`src/core/itp_pkg.sv`:
```
package itp_pkg;
	localparam int ITP_DATA_W = 8;
	localparam int ITP_CNT_W = 16;
	localparam int ITP_NUM_CNT = 3;
	// port select decode
	localparam logic [1:0] ITP_SEL_CW = 2'h3;
	// control word field positions
	localparam int ITP_CW_SC_LSB = 6;
	localparam int ITP_CW_RW_LSB = 4;
	localparam int ITP_CW_MODE_LSB = 1;
	localparam int ITP_CW_BCD_BIT = 0;
	// byte access format encodings
	localparam logic [1:0] ITP_BA_LATCH = 2'h0;
	localparam logic [1:0] ITP_BA_LSB = 2'h1;
	localparam logic [1:0] ITP_BA_MSB = 2'h2;
	localparam logic [1:0] ITP_BA_WORD = 2'h3;
	// reset values
	localparam logic [15:0] ITP_CNT_RST = 16'h0000;
	localparam logic [5:0] ITP_CW_RST = 6'h00;
	localparam logic [7:0] ITP_RD_RST = 8'h00;
	// counter phase states
	typedef enum logic [2:0] {
		ITP_IDLE = 3'b001,
		ITP_ARMED = 3'b010,
		ITP_RUN = 3'b100
	} itp_phase_t;
endpackage

```
`src/core/itp_counter.sv`:
```
`timescale 1ns/1ps
module itp_counter
	import itp_pkg::*;
(
	// system
	input wire logic ref_clk,
	input wire logic nrst,
	// programming
	input wire logic cw_wr,
	input wire logic [5:0] cw_val,
	input wire logic load_en,
	input wire logic [15:0] load_val,
	input wire logic latch_cmd,
	// pins
	input wire logic tick_in,
	input wire logic gate_in,
	// state
	output logic [15:0] count_view,
	output logic wave_out
);
	logic [5:0] cw_ff;
	logic [15:0] cnt_ff, reload_ff, latch_ff;
	logic latched_ff, tick_d_ff, gate_d_ff, out_ff, trig_ff;
	logic fresh_ff;
	logic [15:0] live_view;
	itp_phase_t ph_ff;
	logic tick_edge, gate_rise;
	logic [2:0] mode;
	logic [15:0] nxt_cnt;
	logic [15:0] dec_step;
	assign tick_edge = tick_in & ~tick_d_ff;
	assign gate_rise = gate_in & ~gate_d_ff;
	assign mode = {cw_ff[ITP_CW_MODE_LSB+2] & ~cw_ff[ITP_CW_MODE_LSB+1], cw_ff[ITP_CW_MODE_LSB+1:ITP_CW_MODE_LSB]};
	// mode 3 steps by two to make a half period
	assign dec_step = (mode == 3'd3) ? 16'h0002 : 16'h0001;
	always_comb begin
		nxt_cnt = cnt_ff - dec_step;
		if (cw_ff[ITP_CW_BCD_BIT] && cnt_ff[3:0] < dec_step[3:0]) begin
			nxt_cnt = cnt_ff - dec_step - 16'h0006;
			if (cnt_ff[7:4] == 4'h0)
				nxt_cnt = nxt_cnt - 16'h0060;
			if (cnt_ff[11:4] == 8'h00)
				nxt_cnt = nxt_cnt - 16'h0600;
			if (cnt_ff[15:4] == 12'h000)
				nxt_cnt = nxt_cnt - 16'h6000;
		end
	end
	always_ff @(posedge ref_clk or negedge nrst) begin
		if (!nrst) begin
			tick_d_ff <= 1'b0;
			gate_d_ff <= 1'b0;
		end else begin
			tick_d_ff <= tick_in;
			gate_d_ff <= gate_in;
		end
	end
	always_ff @(posedge ref_clk or negedge nrst) begin
		if (!nrst) begin
			cw_ff <= ITP_CW_RST;
		end else if (cw_wr) begin
			cw_ff <= cw_val;
		end
	end
	// own clock only: advances on its tick edge
	always_ff @(posedge ref_clk or negedge nrst) begin
		if (!nrst) begin
			cnt_ff <= ITP_CNT_RST;
			reload_ff <= ITP_CNT_RST;
			ph_ff <= ITP_IDLE;
			out_ff <= 1'b0;
			trig_ff <= 1'b0;
			fresh_ff <= 1'b1;
		end else if (cw_wr) begin
			cnt_ff <= ITP_CNT_RST;
			fresh_ff <= 1'b1;
			ph_ff <= ITP_IDLE;
			out_ff <= (cw_val[ITP_CW_MODE_LSB+2:ITP_CW_MODE_LSB] != 3'd0);
			trig_ff <= 1'b0;
		end else begin
			if (load_en) begin
				reload_ff <= load_val;
				if (ph_ff == ITP_IDLE)
					ph_ff <= ITP_ARMED;
				if (mode == 3'd0)
					out_ff <= 1'b0;
			end else if (tick_edge) begin
				case (ph_ff)
				ITP_ARMED: begin
					// hardware triggered modes wait for a gate rise
					if (!(mode == 3'd1 || mode == 3'd5) || trig_ff) begin
						cnt_ff <= (mode == 3'd3) ? {reload_ff[15:1], 1'b0} : reload_ff;
						ph_ff <= ITP_RUN;
						fresh_ff <= 1'b0;
						trig_ff <= 1'b0;
						if (mode == 3'd1)
							out_ff <= 1'b0;
					end
				end
				ITP_RUN: begin
					if ((mode == 3'd1 || mode == 3'd5) && trig_ff) begin
						cnt_ff <= reload_ff;
						trig_ff <= 1'b0;
					end else if (gate_in || mode == 3'd1 || mode == 3'd5) begin
						cnt_ff <= nxt_cnt;
						// output shaping per mode
						case (mode)
						3'd0, 3'd1: if (cnt_ff == 16'h0001) out_ff <= 1'b1;
						3'd2: begin
							out_ff <= (cnt_ff != 16'h0002);
							if (cnt_ff == 16'h0001) cnt_ff <= reload_ff;
						end
						3'd3: if (cnt_ff == 16'h0002) begin
							out_ff <= ~out_ff;
							cnt_ff <= {reload_ff[15:1], 1'b0};
						end
						3'd4, 3'd5: begin
							out_ff <= (cnt_ff != 16'h0001);
							if (cnt_ff == 16'h0000) ph_ff <= ITP_IDLE;
						end
						default: out_ff <= out_ff;
						endcase
					end
				end
				default: ph_ff <= ph_ff;
				endcase
			end
			// last assignment: a trigger landing with its consumer survives
			if (gate_rise)
				trig_ff <= 1'b1;
		end
	end
	// snapshot freezes the readable view until the next control word or count load
	always_ff @(posedge ref_clk or negedge nrst) begin
		if (!nrst) begin
			latch_ff <= ITP_CNT_RST;
			latched_ff <= 1'b0;
		end else if (cw_wr) begin
			latched_ff <= 1'b0;
		end else if (latch_cmd && !latched_ff) begin
			latch_ff <= live_view;
			latched_ff <= 1'b1;
		end else if (load_en) begin
			latched_ff <= 1'b0;
		end
	end
	// cleared element stays hidden behind the held count until the armed element takes its count on a tick edge
	assign live_view = fresh_ff ? reload_ff : cnt_ff;
	assign count_view = latched_ff ? latch_ff : live_view;
	assign wave_out = out_ff;
endmodule

```
`src/core/itp_host_port.sv`:
```
`timescale 1ns/1ps
module itp_host_port
	import itp_pkg::*;
(
	// system
	ref_clk,
	nrst,
	// processor bus
	chip_sel_n,
	rd_n,
	wr_n,
	port_select_lines,
	data_in,
	data_out,
	data_oe,
	// counter pins
	counter_tick_inputs,
	count_enable_inputs,
	timer_wave_pins
);
	input wire logic ref_clk;
	input wire logic nrst;
	input wire logic chip_sel_n;
	input wire logic rd_n;
	input wire logic wr_n;
	input wire logic [1:0] port_select_lines;
	input wire logic [ITP_DATA_W-1:0] data_in;
	output logic [ITP_DATA_W-1:0] data_out;
	output logic data_oe;
	input wire logic [ITP_NUM_CNT-1:0] counter_tick_inputs;
	input wire logic [ITP_NUM_CNT-1:0] count_enable_inputs;
	output logic [ITP_NUM_CNT-1:0] timer_wave_pins;

	////////////////////////////////////////////////////////////////////////////////
	logic [ITP_NUM_CNT-1:0] wave;
	logic [15:0] view [ITP_NUM_CNT];
	logic [1:0] fmt_ff [ITP_NUM_CNT];
	logic [ITP_NUM_CNT-1:0] wr_hi_ff, rd_hi_ff, cw_wr, load_en, latch_cmd;
	logic [7:0] lo_hold_ff [ITP_NUM_CNT];
	logic [15:0] load_val [ITP_NUM_CNT];
	logic wr_d_ff, rd_d_ff, wr_edge, rd_edge, sel, rd_act;
	logic [7:0] nxt_data;
	logic [1:0] sc;
	logic [1:0] tgt;

	assign sel = ~chip_sel_n;
	assign tgt = port_select_lines;
	// trailing edge commits the transfer, so held strobes act once
	assign wr_edge = sel & wr_n & wr_d_ff;
	assign rd_edge = sel & rd_n & rd_d_ff;
	assign rd_act = sel & ~rd_n & wr_n & (tgt != ITP_SEL_CW);
	assign sc = data_in[ITP_CW_SC_LSB+1:ITP_CW_SC_LSB];

	always_ff @(posedge ref_clk or negedge nrst) begin
		if (!nrst) begin
			wr_d_ff <= 1'b0;
			rd_d_ff <= 1'b0;
		end else begin
			// strobes only tracked while selected
			wr_d_ff <= sel & ~wr_n;
			rd_d_ff <= sel & ~rd_n & (tgt != ITP_SEL_CW);
		end
	end

	////////////////////////////////////////////////////////////////////////////////
	genvar gi;
	generate
		for (gi = 0; gi < ITP_NUM_CNT; gi++) begin : g_cnt
			localparam logic [1:0] SLOT = 2'(gi);
			logic is_cw;
			assign is_cw = wr_edge && tgt == ITP_SEL_CW && sc == SLOT;
			assign cw_wr[gi] = is_cw && data_in[ITP_CW_RW_LSB+1:ITP_CW_RW_LSB] != ITP_BA_LATCH;
			assign latch_cmd[gi] = is_cw && data_in[ITP_CW_RW_LSB+1:ITP_CW_RW_LSB] == ITP_BA_LATCH;
			assign load_en[gi] = wr_edge && tgt == SLOT && !(fmt_ff[gi] == ITP_BA_WORD && !wr_hi_ff[gi]);
			always_comb begin
				case (fmt_ff[gi])
				ITP_BA_LSB: load_val[gi] = {8'h00, data_in};
				ITP_BA_MSB: load_val[gi] = {data_in, 8'h00};
				default: load_val[gi] = {data_in, lo_hold_ff[gi]};
				endcase
			end
			// byte pointers only move on selected strobes
			always_ff @(posedge ref_clk or negedge nrst) begin
				if (!nrst) begin
					fmt_ff[gi] <= ITP_BA_LSB;
					wr_hi_ff[gi] <= 1'b0;
					rd_hi_ff[gi] <= 1'b0;
					lo_hold_ff[gi] <= 8'h00;
				end else if (cw_wr[gi]) begin
					fmt_ff[gi] <= data_in[ITP_CW_RW_LSB+1:ITP_CW_RW_LSB];
					wr_hi_ff[gi] <= 1'b0;
					rd_hi_ff[gi] <= 1'b0;
				end else begin
					if (wr_edge && tgt == SLOT && fmt_ff[gi] == ITP_BA_WORD) begin
						wr_hi_ff[gi] <= ~wr_hi_ff[gi];
						if (!wr_hi_ff[gi])
							lo_hold_ff[gi] <= data_in;
					end
					if (rd_edge && tgt == SLOT && fmt_ff[gi] == ITP_BA_WORD)
						rd_hi_ff[gi] <= ~rd_hi_ff[gi];
				end
			end
			itp_counter u_cnt (
				.ref_clk(ref_clk),
				.nrst(nrst),
				.cw_wr(cw_wr[gi]),
				.cw_val(data_in[5:0]),
				.load_en(load_en[gi]),
				.load_val(load_val[gi]),
				.latch_cmd(latch_cmd[gi]),
				.tick_in(counter_tick_inputs[gi]),
				.gate_in(count_enable_inputs[gi]),
				.count_view(view[gi]),
				.wave_out(wave[gi])
			);
		end
	endgenerate

	////////////////////////////////////////////////////////////////////////////////
	// read path: byte chosen by format and read pointer
	always_comb begin
		nxt_data = ITP_RD_RST;
		if (tgt != ITP_SEL_CW) begin
			if (fmt_ff[tgt] == ITP_BA_MSB || (fmt_ff[tgt] == ITP_BA_WORD && rd_hi_ff[tgt]))
				nxt_data = view[tgt][15:8];
			else
				nxt_data = view[tgt][7:0];
		end
	end

	always_ff @(posedge ref_clk or negedge nrst) begin
		if (!nrst) begin
			data_out <= ITP_RD_RST;
			data_oe <= 1'b0;
			timer_wave_pins <= '0;
		end else begin
			data_out <= nxt_data;
			data_oe <= rd_act;
			timer_wave_pins <= wave;
		end
	end
endmodule

```
`config.mk`:
```
export PLATFORM = sky130hd
export DESIGN_NAME = itp_host_port
export DESIGN_NICKNAME = d
export VERILOG_FILES = /design/src/core/itp_pkg.sv /design/src/core/itp_counter.sv /design/src/core/itp_host_port.sv
export SDC_FILE = /design/constraint.sdc
export NUM_CORES = 1
export LEC_CHECK = 0
export BUFFER_PORTS_ARGS = -buffer_cell sky130_fd_sc_hd__buf_4
export CELL_PAD_IN_SITES_DETAIL_PLACEMENT = 0
export CELL_PAD_IN_SITES_GLOBAL_PLACEMENT = 2
export CORE_MARGIN = 2
export CORE_UTILIZATION = 40
export CTS_CLUSTER_DIAMETER = 30
export CTS_CLUSTER_SIZE = 24
export DETAILED_ROUTE_END_ITERATION = 12
export PLACE_DENSITY = 0.81
export SYNTH_ARGS = -nofsm -noshare
export SYNTH_HDL_FRONTEND = slang
export SYNTH_SLANG_ARGS = --single-unit
```
`constraint.sdc`:
```
create_clock -name ref_clk -period 6.6 [get_ports ref_clk]
set_clock_uncertainty 0.05 [all_clocks]
set_input_delay 0.33 -clock ref_clk [delete_from_list [all_inputs] [get_ports ref_clk]]
set_output_delay 0.33 -clock ref_clk [all_outputs]
set_load 0.01 [all_outputs]
```
Word level (Yosys, flattened, before mapping)
Index checks and enable logic that the tools add are counted.

word-level totals
  bits of input ports = 21
  word-level logic and storage cells = 556
  output and inout bits = 12
  bits in registers = 233

operators by class
  add/subtract/negate cells = 15
  reduce and logical (&&, ||, !) cells = 146
  $lt $le $gt $ge = 5
  bitwise logic cells = 43
  equal/unequal tests = 104
  multiplexer cells = 193

operators with widths
  operator                  number
  $mux W16                  50
  $pmux W16 S2              9
  $ne A4 B1 Y1 const B      24
  $mux W1                   85
  $mux W3                   27
  $eq A16 B1 Y1 const B     3
  $eq A16 B2 Y1 const B     3
  $logic_not A16 Y1         3
  $ne A16 B1 Y1 const B     3
  $ne A16 B2 Y1 const B     3
  $sub A16 B11 Y16 const B  3
  $sub A16 B15 Y16 const B  3
  $sub A16 B16 Y16          3
  $sub A16 B3 Y16 const B   3
  $sub A16 B7 Y16 const B   3
  $reduce_bool A3 Y1        13
  $logic_and A1 B1 Y1       38
  $logic_not A12 Y1         3
  $bmux W16 S2              1
  $reduce_bool A2 Y1        16
  $reduce_and A10 Y1        3
  $reduce_and A5 Y1         6
  $eq A3 B2 Y1 const B      9
  $eq A3 B3 Y1 const B      9
  36 further kinds          183

Longest topological paths before layout
Gate-level depths: netlist of run 1.

  word-level depth = 23
  mapped depth = 27
  gate-level depth less buffers = 26

Hierarchy
Synthesis of run 1 repeated with hierarchy kept, for this count alone.

unflattened totals
  cell total of the unflattened synthesis = 1812
  area total of the unflattened synthesis = 16701.0 um2

by module, submodules not included
  module                         sequential area each (um2)  times used  area an instance (um2)  cells an instance
  itp_counter at g_cnt[0].u_cnt  1529.0                      1           4603.2                  506
  itp_counter at g_cnt[2].u_cnt  1529.0                      1           4553.1                  499
  itp_counter at g_cnt[1].u_cnt  1529.0                      1           4546.9                  488
  itp_host_port                  1255.0                      1           2997.9                  319

Least setup slack after synthesis of run 1
No wires, ideal clock.

  kind = register to register
  start point = reg g_cnt[1].u_cnt.cw_ff[1]
  end point = reg g_cnt[1].u_cnt.cnt_ff[15]
  slack = 1.108 ns
  cell stages (with the launch flop) = 27
  required time = 6.412 ns
  setup time = 0.138 ns
  period minus slack after synthesis = 5.492 ns
  arrival time = 5.304 ns
  path buffers = 3
  cell sequence = dfrtp_1 > clkbuf_1 > nand2_1 > ha_1 > inv_1 > fa_1 > buf_4 > or3_1 > clkbuf_1 > o311ai_0 > a21oi_1 > o21a_1 > xnor2_1 > ha_1 > nor2_1 > and3_1 > xnor2_1 > ha_1 > or2_2 > a2111oi_4 > xnor2_1 > ha_1 > mux2_2 > o22ai_1 > xor2_1 > xnor2_1 > o221ai_1

between the ends
  cells in the longest elaborated chain, start to end = 21
  elaborated cells between the ends (all ways) = 36
  those cells by class = 5 x add/sub; 1 x order compare; 6 x eq/ne; 16 x mux; 8 x reduce/logical

RTL lines
  item                                line                                    text
  start, declared                     itp_counter.sv:21                       logic [5:0] cw_ff;
  start signal, assigned              itp_counter.sv:61                       cw_ff <= cw_val;
  $eq A3 B2 Y1                        itp_counter.sv:35, itp_counter.sv:106
  $mux W2                             itp_counter.sv:35                       assign dec_step = (mode == 3'd3) ? 16'h0002 : 16'h0001;
  $sub A16 B16 Y16                    itp_counter.sv:37, itp_counter.sv:39
  $sub A16 B3 Y16                     itp_counter.sv:39                       nxt_cnt = cnt_ff - dec_step - 16'h0006;
  $sub A16 B7 Y16                     itp_counter.sv:41                       nxt_cnt = nxt_cnt - 16'h0060;
  $mux W16                            itp_counter.sv:40                       if (cnt_ff[7:4] == 4'h0)
  $mux W16                            itp_counter.sv:38                       if (cw_ff[ITP_CW_BCD_BIT] && cnt_ff[3:0] < dec_step[3:0]) begin
  $sub A16 B11 Y16                    itp_counter.sv:43                       nxt_cnt = nxt_cnt - 16'h0600;
  (+5 left out)                       --
  $mux W16, on equally long branches  itp_counter.sv:112, itp_counter.sv:110
  $pmux W16 S2                        itp_counter.sv:106                      case (mode)
  $mux W16                            itp_counter.sv:103                      end else if (gate_in || mode == 3'd1 || mode == 3'd5) begin
  $mux W16                            itp_counter.sv:100                      if ((mode == 3'd1 || mode == 3'd5) && trig_ff) begin
  $pmux W16 S2                        itp_counter.sv:87                       case (ph_ff)
  $mux W16                            itp_counter.sv:86                       end else if (tick_edge) begin
  $mux W16                            itp_counter.sv:80                       if (load_en) begin
  $mux W16                            itp_counter.sv:73                       end else if (cw_wr) begin
  end signal, assigned                itp_counter.sv:91                       cnt_ff <= (mode == 3'd3) ? {reload_ff[15:1], 1'b0} : reload_ff;
  end signal, assigned                itp_counter.sv:101                      cnt_ff <= reload_ff;
  end signal, assigned                itp_counter.sv:104                      cnt_ff <= nxt_cnt;
  end, declared                       itp_counter.sv:22                       logic [15:0] cnt_ff, reload_ff, latch_ff;

Parallel ways exist; a longest one is shown, timed or not. The select of a mux whose other input is x is not followed.
A chain may end at the register's enable or synchronous reset.

Worst setup path in the final report of run 1
  start point = reg g_cnt[0].u_cnt.cw_ff[2]
  end point = reg g_cnt[0].u_cnt.cnt_ff[15]

between the ends
  cells in the longest elaborated chain, start to end = 23
  elaborated cells between the ends (all ways) = 38
  those cells by class = 5 x add/sub; 1 x order compare; 6 x eq/ne; 16 x mux; 2 x bitwise; 8 x reduce/logical

RTL lines
  item                                line                                    text
  start, declared                     itp_counter.sv:21
  start signal, assigned              itp_counter.sv:61
  $not A1 Y1                          itp_counter.sv:33                       assign mode = {cw_ff[ITP_CW_MODE_LSB+2] & ~cw_ff[ITP_CW_MODE_LSB+1], cw_ff[ITP_CW_MODE_LSB+1:ITP_CW_MODE_LSB]} ...
  $and A1 B1 Y1                       itp_counter.sv:33
  $eq A3 B2 Y1                        itp_counter.sv:35, itp_counter.sv:106
  $mux W2                             itp_counter.sv:35
  $sub A16 B16 Y16                    itp_counter.sv:37, itp_counter.sv:39
  $sub A16 B3 Y16                     itp_counter.sv:39
  $sub A16 B7 Y16                     itp_counter.sv:41
  $mux W16                            itp_counter.sv:40
  (+7 left out)                       --
  $mux W16, on equally long branches  itp_counter.sv:112, itp_counter.sv:110
  $pmux W16 S2                        itp_counter.sv:106
  $mux W16                            itp_counter.sv:103
  $mux W16                            itp_counter.sv:100
  $pmux W16 S2                        itp_counter.sv:87
  $mux W16                            itp_counter.sv:86
  $mux W16                            itp_counter.sv:80
  $mux W16                            itp_counter.sv:73
  end signal, assigned                itp_counter.sv:91
  end signal, assigned                itp_counter.sv:101
  end signal, assigned                itp_counter.sv:104
  end, declared                       itp_counter.sv:22

Parallel ways exist; a longest one is shown, timed or not. The select of a mux whose other input is x is not followed.

==> results of run 1 <==
area by class of cell:
cell class / instances / area [um2] / area share
inverter: 27 / 101.3 / 0.005342
multi-input combinational: 1546 / 9609 / 0.5065
clock buffer: 87 / 1864 / 0.09826
tap: 525 / 656.9 / 0.03462
sequential: 233 / 5842 / 0.3079
clock inverter: 34 / 394.1 / 0.02077
timing repair buffer: 61 / 505.5 / 0.02664
worst max-delay path, delay by kind of cell, from the launching register on:
kind | cells | cell delay (ns)
AO/OA/AOI/OAI | 5 | 0.90
buffers and inverters | 1 | 0.07
XOR/XNOR | 5 | 1.11
AND/OR/NAND/NOR | 6 | 1.49
adder cells (fa/ha/maj) | 5 | 1.54
multiplexers | 1 | 0.26
flip-flops | 1 | 0.47
cells by family (layout without fill, tap and decap cells):
group,after synthesis,in the layout,synth area share
AO/OA/AOI/OAI,466,466,0.1767
XOR/XNOR,119,119,0.06521
adder cells (fa/ha/maj),30,30,0.02471
buffers and inverters,156,209,0.04065
flip-flops,233,233,0.3629
multiplexers,141,141,0.09443
AND/OR/NAND/NOR,790,790,0.2355
power by group through the flow:
stage | Combinational [uW] | Sequential, uW | Clock (uW)
finish | 5710 | 2130 | 3180
global route | 6420 | 2180 | 3330
CTS | 5710 | 2120 | 3240
detailed placement | 5660 | 2140 | 0
global placement | 5660 | 2130 | 0
floorplan | 4620 | 1860 | 0
final timing paths:
check,from,endpoint,slack (ns),cells after the start
worst max-delay path,g_cnt[0].u_cnt.cw_ff[2]$_DFFE_PN0P_,g_cnt[0].u_cnt.cnt_ff[15]$_DFFE_PN0P_,0.59,23
worst min-delay path,data_in[3],g_cnt[0].u_cnt.cw_ff[3]$_DFFE_PN0P_,0.07,3
worst max register to register,g_cnt[0].u_cnt.cw_ff[2]$_DFFE_PN0P_,g_cnt[0].u_cnt.cnt_ff[15]$_DFFE_PN0P_,0.59,23
worst min register to register,g_cnt[2].u_cnt.wave_out$_DFFE_PN0P_,timer_wave_pins[2]$_DFF_PN0_,0.36,0
max in group asynchronous,nrst,g_cnt[2].u_cnt.ph_ff[1]$_DFFE_PN0P_,4.94,3
min in group asynchronous,nrst,g_cnt[1].u_cnt.cw_ff[1]$_DFFE_PN0P_,0.40,2
registers in the layout (all words and copies together) (netlist names), 6 cells and up:
| name | cells |
|---|---|
| data_out | 8 |
| fmt_ff | 6 |
| g_cnt.u_cnt.cnt_ff | 48 |
| g_cnt.u_cnt.cw_ff | 12 |
| g_cnt.u_cnt.latch_ff | 48 |
| g_cnt.u_cnt.ph_ff | 9 |
| g_cnt.u_cnt.reload_ff | 48 |
| lo_hold_ff | 24 |
per-layer routing:
layer,global-route usage,up-vias,wire [um]
li1,-,6909,-
met1,0.3342,6758,23470
met2,0.3634,288,21800
met3,0.03373,83,1766
met5,0,-,0
met4,0.08618,0,1278
what timing repair did:
action | in CTS | in global routing
gates resized for setup | 0 | 0
hold buffers | 11 | 0
endpoints found under the hold margin | 133 | 0
stage by stage:
step	hold WS [ns]	cells	power, uW
finish	0.06652	2513	11020
global route	0.07168	2513	11930
CTS	0.04743	2513	11070
detailed placement	0.3603	2381	7797
global placement	0.3505	2381	7793
floorplan	-0.01559	1935	6477
layout by cell type, fill, tap and decap left out, drive strengths merged, types with 50 or more instances in the layout:
master / count
nand2: 307
dfrtp: 224
nor2: 165
o21ai: 164
a21oi: 141
mux2: 87
clkbuf: 87
xnor2: 85
nand3: 58
mux2i: 54
nor3: 53
buf: 50
==> run metrics, run 1 <==
status finished, final reports clean; CP max FO 16; layout cell share with drive strength beyond 1 0.1484; Sum Neg Setup Slack 0 ns; CP cell instances nand2_1, ha_1, inv_1, fa_1, xnor2_1, ha_1, or3_1, nor3_1, nand3_1, nor3_1, xor2_1, o21ai_1, o21ai_0, ha_1, nand2b_1, a31oi_1, xnor2_1, ha_1, mux2_2, o22ai_1, xnor2_1, xnor2_1, o21ai_1; Synth area leader dfrtp_1; syn_area_per_cell slightly above 8 um2; syn_nets roughly 2,000; drt drc 0; Max-cap violations 0; Final ANT Viol Nets 0; placed cell areas 16,600 um2; Synth Instances approximately 1,900; DR vias approximately 14,000; Initial Util 0.4052; Fillers approximately 3,900; Leak roughly 0.008 uW; Slew Limit Fails 0; CTS tree done; Netlist Area Pre-Place roughly 16,000 um2; initial antenna violation count 0; list of most frequent post-synthesis cells nand2_1, dfrtp_1, nor2_1, o21ai_0, a21oi_1; Clock Tree Buf Depth 3; pre-CTS setup slack slightly above 0.6 ns; antenna cells 0; Die Ht slightly above 200 um; Remaining Overflow, GRT 0; Synth Warn # 0; Post-synth EDFFs 0; clock buffer count from CTS 66; PortBufs 32; worst skew pair latency roughly 0.57 ns; combinational cell fraction of total power 0.518; Top FF cell, synth dfrtp_1; Ports 33; overall routing resource usage 0.2354; Reg clk slew, reported paths ~0.04 ns; Num Clock Sinks 233; peak supply drop roughly 390 uV; Die ar. 41,870 um2; Min Clock Period, post-route ~6.0 ns; Worst Hold Class in -> reg; crit path launch type register; clock share of power 0.289; Max Fclk approximately 170 MHz; Async SR Flop Fraction 1.000; register bit count reported by yosys approximately 230; post-detail-place hpwl 34.14 mm; critical path capture point type register; Final WS setup 0.5910 ns; final period utilization 0.9105; final RePlAce weighted congestion 0.8551; Fin. Hold Viols 0; Die Wd between 200 and 250 um; htree depth 3; DRT iter0 DRCs roughly 860; Synth-to-Final Area Change 17.85%; WS Path Type reg -> reg; Post-CTS Setup Repair Bufs 0; Row Count 73; Seq/Total Area, Yosys 0.3629; crit-path max cell delay between 0.6 and 0.7 ns; first-pass GRT wire length approximately 77 mm; Internal between 6000 and 7000 uW; worst path arrival time ~6.4 ns; clock root buffer clkbuf_16; Yosys cell types 89; Reg power frac 0.193; RSZ-0062 raised after global routing false; Yosys top cell area share 0.3482; vias per cell between 5 and 6; largest net degree at the start of global routing 126; P_sw between 4000 and 5000 uW; CP required roughly 7.0 ns; setup violators final 0; CP max stage cell fa_1; Slew HR 0.3217; DRT Wirelength 48.31 mm; Nets 1,986; Core Region roughly 40,000 um2; per-cell routed wire length between 15 and 20 um; number of global-route vias before repair approximately 14,000; 1st-pass router iterations 6; final core utilization 0.4775; pwr dens approximately 580 nW/um2; synth top area cells dfrtp_1, nand2_1, mux2_2; most numerous cell in the Yosys netlist nand2_1; worst-margin pin slew a little over 1 ns; Sw Ratio 0.4379; design area roughly 19,000 um2
Note: power is estimated with default switching activity, not from simulation.
==> inputs of run 2 (changes only) <==
--- a/config.mk
+++ b/config.mk
@@ -14,6 +14,7 @@
 export CTS_CLUSTER_SIZE = 24
 export DETAILED_ROUTE_END_ITERATION = 12
 export PLACE_DENSITY = 0.81
+export REMOVE_ABC_BUFFERS = 1
 export SYNTH_ARGS = -nofsm -noshare
 export SYNTH_HDL_FRONTEND = slang
 export SYNTH_SLANG_ARGS = --single-unit
==> run 2 against run 1 <==
Final cell count is essentially flat. Die area is the same. Maximum frequency is essentially flat. Largest cell class unchanged. Critical path type unchanged. Largest power group unchanged. Worst setup slack gained 0.0054 ns. Combinational power is essentially flat.
==> run metrics, run 2 (synthesis results as in run 1) <==
status finished, final reports clean (unchanged); htree depth 3 (unchanged); clock share of power 0.298 (was 0.289); number of global-route vias before repair 13,390 (was 13,550); Slew HR 0.3203 (was 0.3217); worst-margin pin slew 1.020 ns (was 1.017 ns); post_cts resized 0 (unchanged); CP max stage cell or3_1 (was fa_1); clock buffer count from CTS 68 (was 66); Initial Util 0.4052 (unchanged); final RePlAce weighted congestion 0.8704 (was 0.8551); CP cell instances nand2_1, ha_1, inv_1, fa_1, or3_1, o311ai_0, a21oi_1, o21a_1, xnor2_1, ha_1, nor2_1, and3_1, xnor2_1, ha_1, or2_2, a2111oi_4, xnor2_1, ha_1, mux2_2, o22ai_1, xor2_1, xnor2_1, o221ai_1 (was nand2_1, ha_1, inv_1, fa_1, xnor2_1, ha_1, or3_1, nor3_1, nand3_1, nor3_1, xor2_1, o21ai_1, o21ai_0, ha_1, nand2b_1, a31oi_1, xnor2_1, ha_1, mux2_2, o22ai_1, xnor2_1, xnor2_1, o21ai_1); Final Total Pwr 11,120 uW (was 11,020 uW); RSZ-0062 raised after global routing false (unchanged); Post-CTS Setup Repair Bufs 0 (unchanged); layout cell share with drive strength beyond 1 0.1487 (was 0.1484); Sw Ratio 0.4315 (was 0.4379); crit path buf inv count 1 (unchanged); Row Count 73 (unchanged); crit path launch type register (unchanged); overall routing resource usage 0.2339 (was 0.2354); first-pass GRT wire length 76.69 mm (was 77.49 mm); initial antenna violation count 1 (was 0); Worst Hold Class in -> reg (unchanged); Fillers 3,879 (was 3,884); Leak 0.008011 uW (was 0.007972 uW); post-detail-place hpwl 33.92 mm (was 34.14 mm); drt drc 0 (unchanged); Die Ht 204.6 um (unchanged); r2r setup slk 0.60 ns (was 0.59 ns); Die Wd 204.6 um (unchanged); Internal 6320 uW (was 6197 uW); Reg clk slew, reported paths 0.05 ns (was 0.04 ns); final period utilization 0.9096 (was 0.9105); DRT iter0 DRCs 800 (was 858); per-cell routed wire length 19.18 um (was 19.23 um); WS Path Type reg -> reg (unchanged); Sum Neg Setup Slack 0 ns (unchanged); Ports 33 (unchanged); Max-cap violations 0 (unchanged); Min Clock Period, post-route 6.004 ns (was 6.009 ns); CTS tree done (unchanged); commonest cells after routing, fill and taps aside nand2_1, dfrtp_1, nor2_1, o21ai_0, a21oi_1 (unchanged); Crit path max-delay family simple AND/OR/NAND/NOR gates (was adder cells); 1st-pass router iterations 5 (was 6); combinational cell fraction of total power 0.511 (was 0.518); PortBufs 32 (unchanged); Max Fclk 166.6 MHz (was 166.4 MHz); Core Region 39,730 um2 (unchanged); DR vias 14,160 (was 14,040); Nets 1,988 (was 1,986); CP required 6.94 ns (was 7.00 ns); CP max FO 12 (was 16); Die ar. 41,870 um2 (unchanged); Remaining Overflow, GRT 0 (unchanged); vias per cell 5.630 (was 5.586); Final WS setup 0.5964 ns (was 0.5910 ns); Num Clock Sinks 233 (unchanged); Final ANT Viol Nets 0 (unchanged); antenna cells 0 (unchanged); pwr dens 583.9 nW/um2 (was 581.0 nW/um2); crit-path max cell delay 0.56 ns (was 0.63 ns); worst path arrival time 6.34 ns (was 6.41 ns); clock root buffer clkbuf_16 (unchanged); DRT Wirelength 48.23 mm (was 48.31 mm); P_sw 4798 uW (was 4827 uW); most common cell after layout, fill and taps aside nand2_1 (unchanged); Clock Tree Buf Depth 3 (unchanged); setup violators final 0 (unchanged); worst hold slack 0.07250 ns (was 0.06652 ns); worst skew pair latency 0.57 ns (about the same); critical path capture point type register (unchanged); pre-CTS setup slack 0.6616 ns (was 0.6234 ns); Fin. Hold Viols 0 (unchanged); Slew Limit Fails 0 (unchanged); Synth-to-Final Area Change 18.27% (was 17.85%); biggest regs g_cnt.u_cnt.cnt_ff (48), g_cnt.u_cnt.latch_ff (48), g_cnt.u_cnt.reload_ff (48) (unchanged); Reg power frac 0.191 (was 0.193); largest net degree at the start of global routing 145 (was 126); peak supply drop 446.4 uV (was 389.0 uV)
## run 2: per-stage QoR
step,instances,utilization,area [um2]
finish,2515,0.4792,19040
floorplan,1806,-,15550
global placement,2381,0.4179,16600
CTS,2515,0.4792,19040
detailed placement,2381,0.4179,16600
global route,2515,0.4792,19040
## run 2: worst paths after layout
check	startpoint	to	cells after the start
setup / recovery	g_cnt[1].u_cnt.cw_ff[1]$_DFFE_PN0P_	g_cnt[1].u_cnt.cnt_ff[15]$_DFFE_PN0P_	23
hold / removal	data_in[3]	g_cnt[0].u_cnt.cw_ff[3]$_DFFE_PN0P_	3
setup reg to reg	g_cnt[1].u_cnt.cw_ff[1]$_DFFE_PN0P_	g_cnt[1].u_cnt.cnt_ff[15]$_DFFE_PN0P_	23
hold reg to reg	g_cnt[1].u_cnt.wave_out$_DFFE_PN0P_	timer_wave_pins[1]$_DFF_PN0_	0
max in group asynchronous	nrst	g_cnt[2].u_cnt.tick_d_ff$_DFF_PN0_	3
min in group asynchronous	nrst	lo_hold_ff[11]$_DFFE_PN0P_	2
## run 2: power groups by stage
stage               logic [uW]  registers (uW)  clock network [uW]
CTS                       5700            2120                3360
global placement          5620            2140                   0
detailed placement        5650            2140                   0
finish                    5680            2120                3310
floorplan                 4340            1990                   0
global route              6370            2170                3450
## run 2: worst min-delay path, delay by kind of cell
family / cells / cell delay, ns
and+or+nand+nor: 2 / 0.13
buffers and inverters: 1 / 0.19
## run 2: metal layers
layer,vias up,global-route usage,share of wire
met3,71,0.03595,0.041
li1,6908,-,-
met2,267,0.3600,0.46
met1,6914,0.3344,0.48
met4,0,0.07842,0.024
met5,-,0,0
## run 2: timing repair
item	CTS	global route
setup endpoints to repair	0	0
hold endpoints to repair	96	0
hold buffers	11	0
## run 2: final cells by class
class | count | area [um2] | area share
clock buffers | 87 | 1854 | 0.09738
well taps | 525 | 656.9 | 0.03450
flip-flops and latches | 233 | 5842 | 0.3068
multi-input cells | 1546 | 9609 | 0.5047
repair buffers | 61 | 505.5 | 0.02655
inverters | 27 | 101.3 | 0.005323
clock inverters | 36 | 471.7 | 0.02477
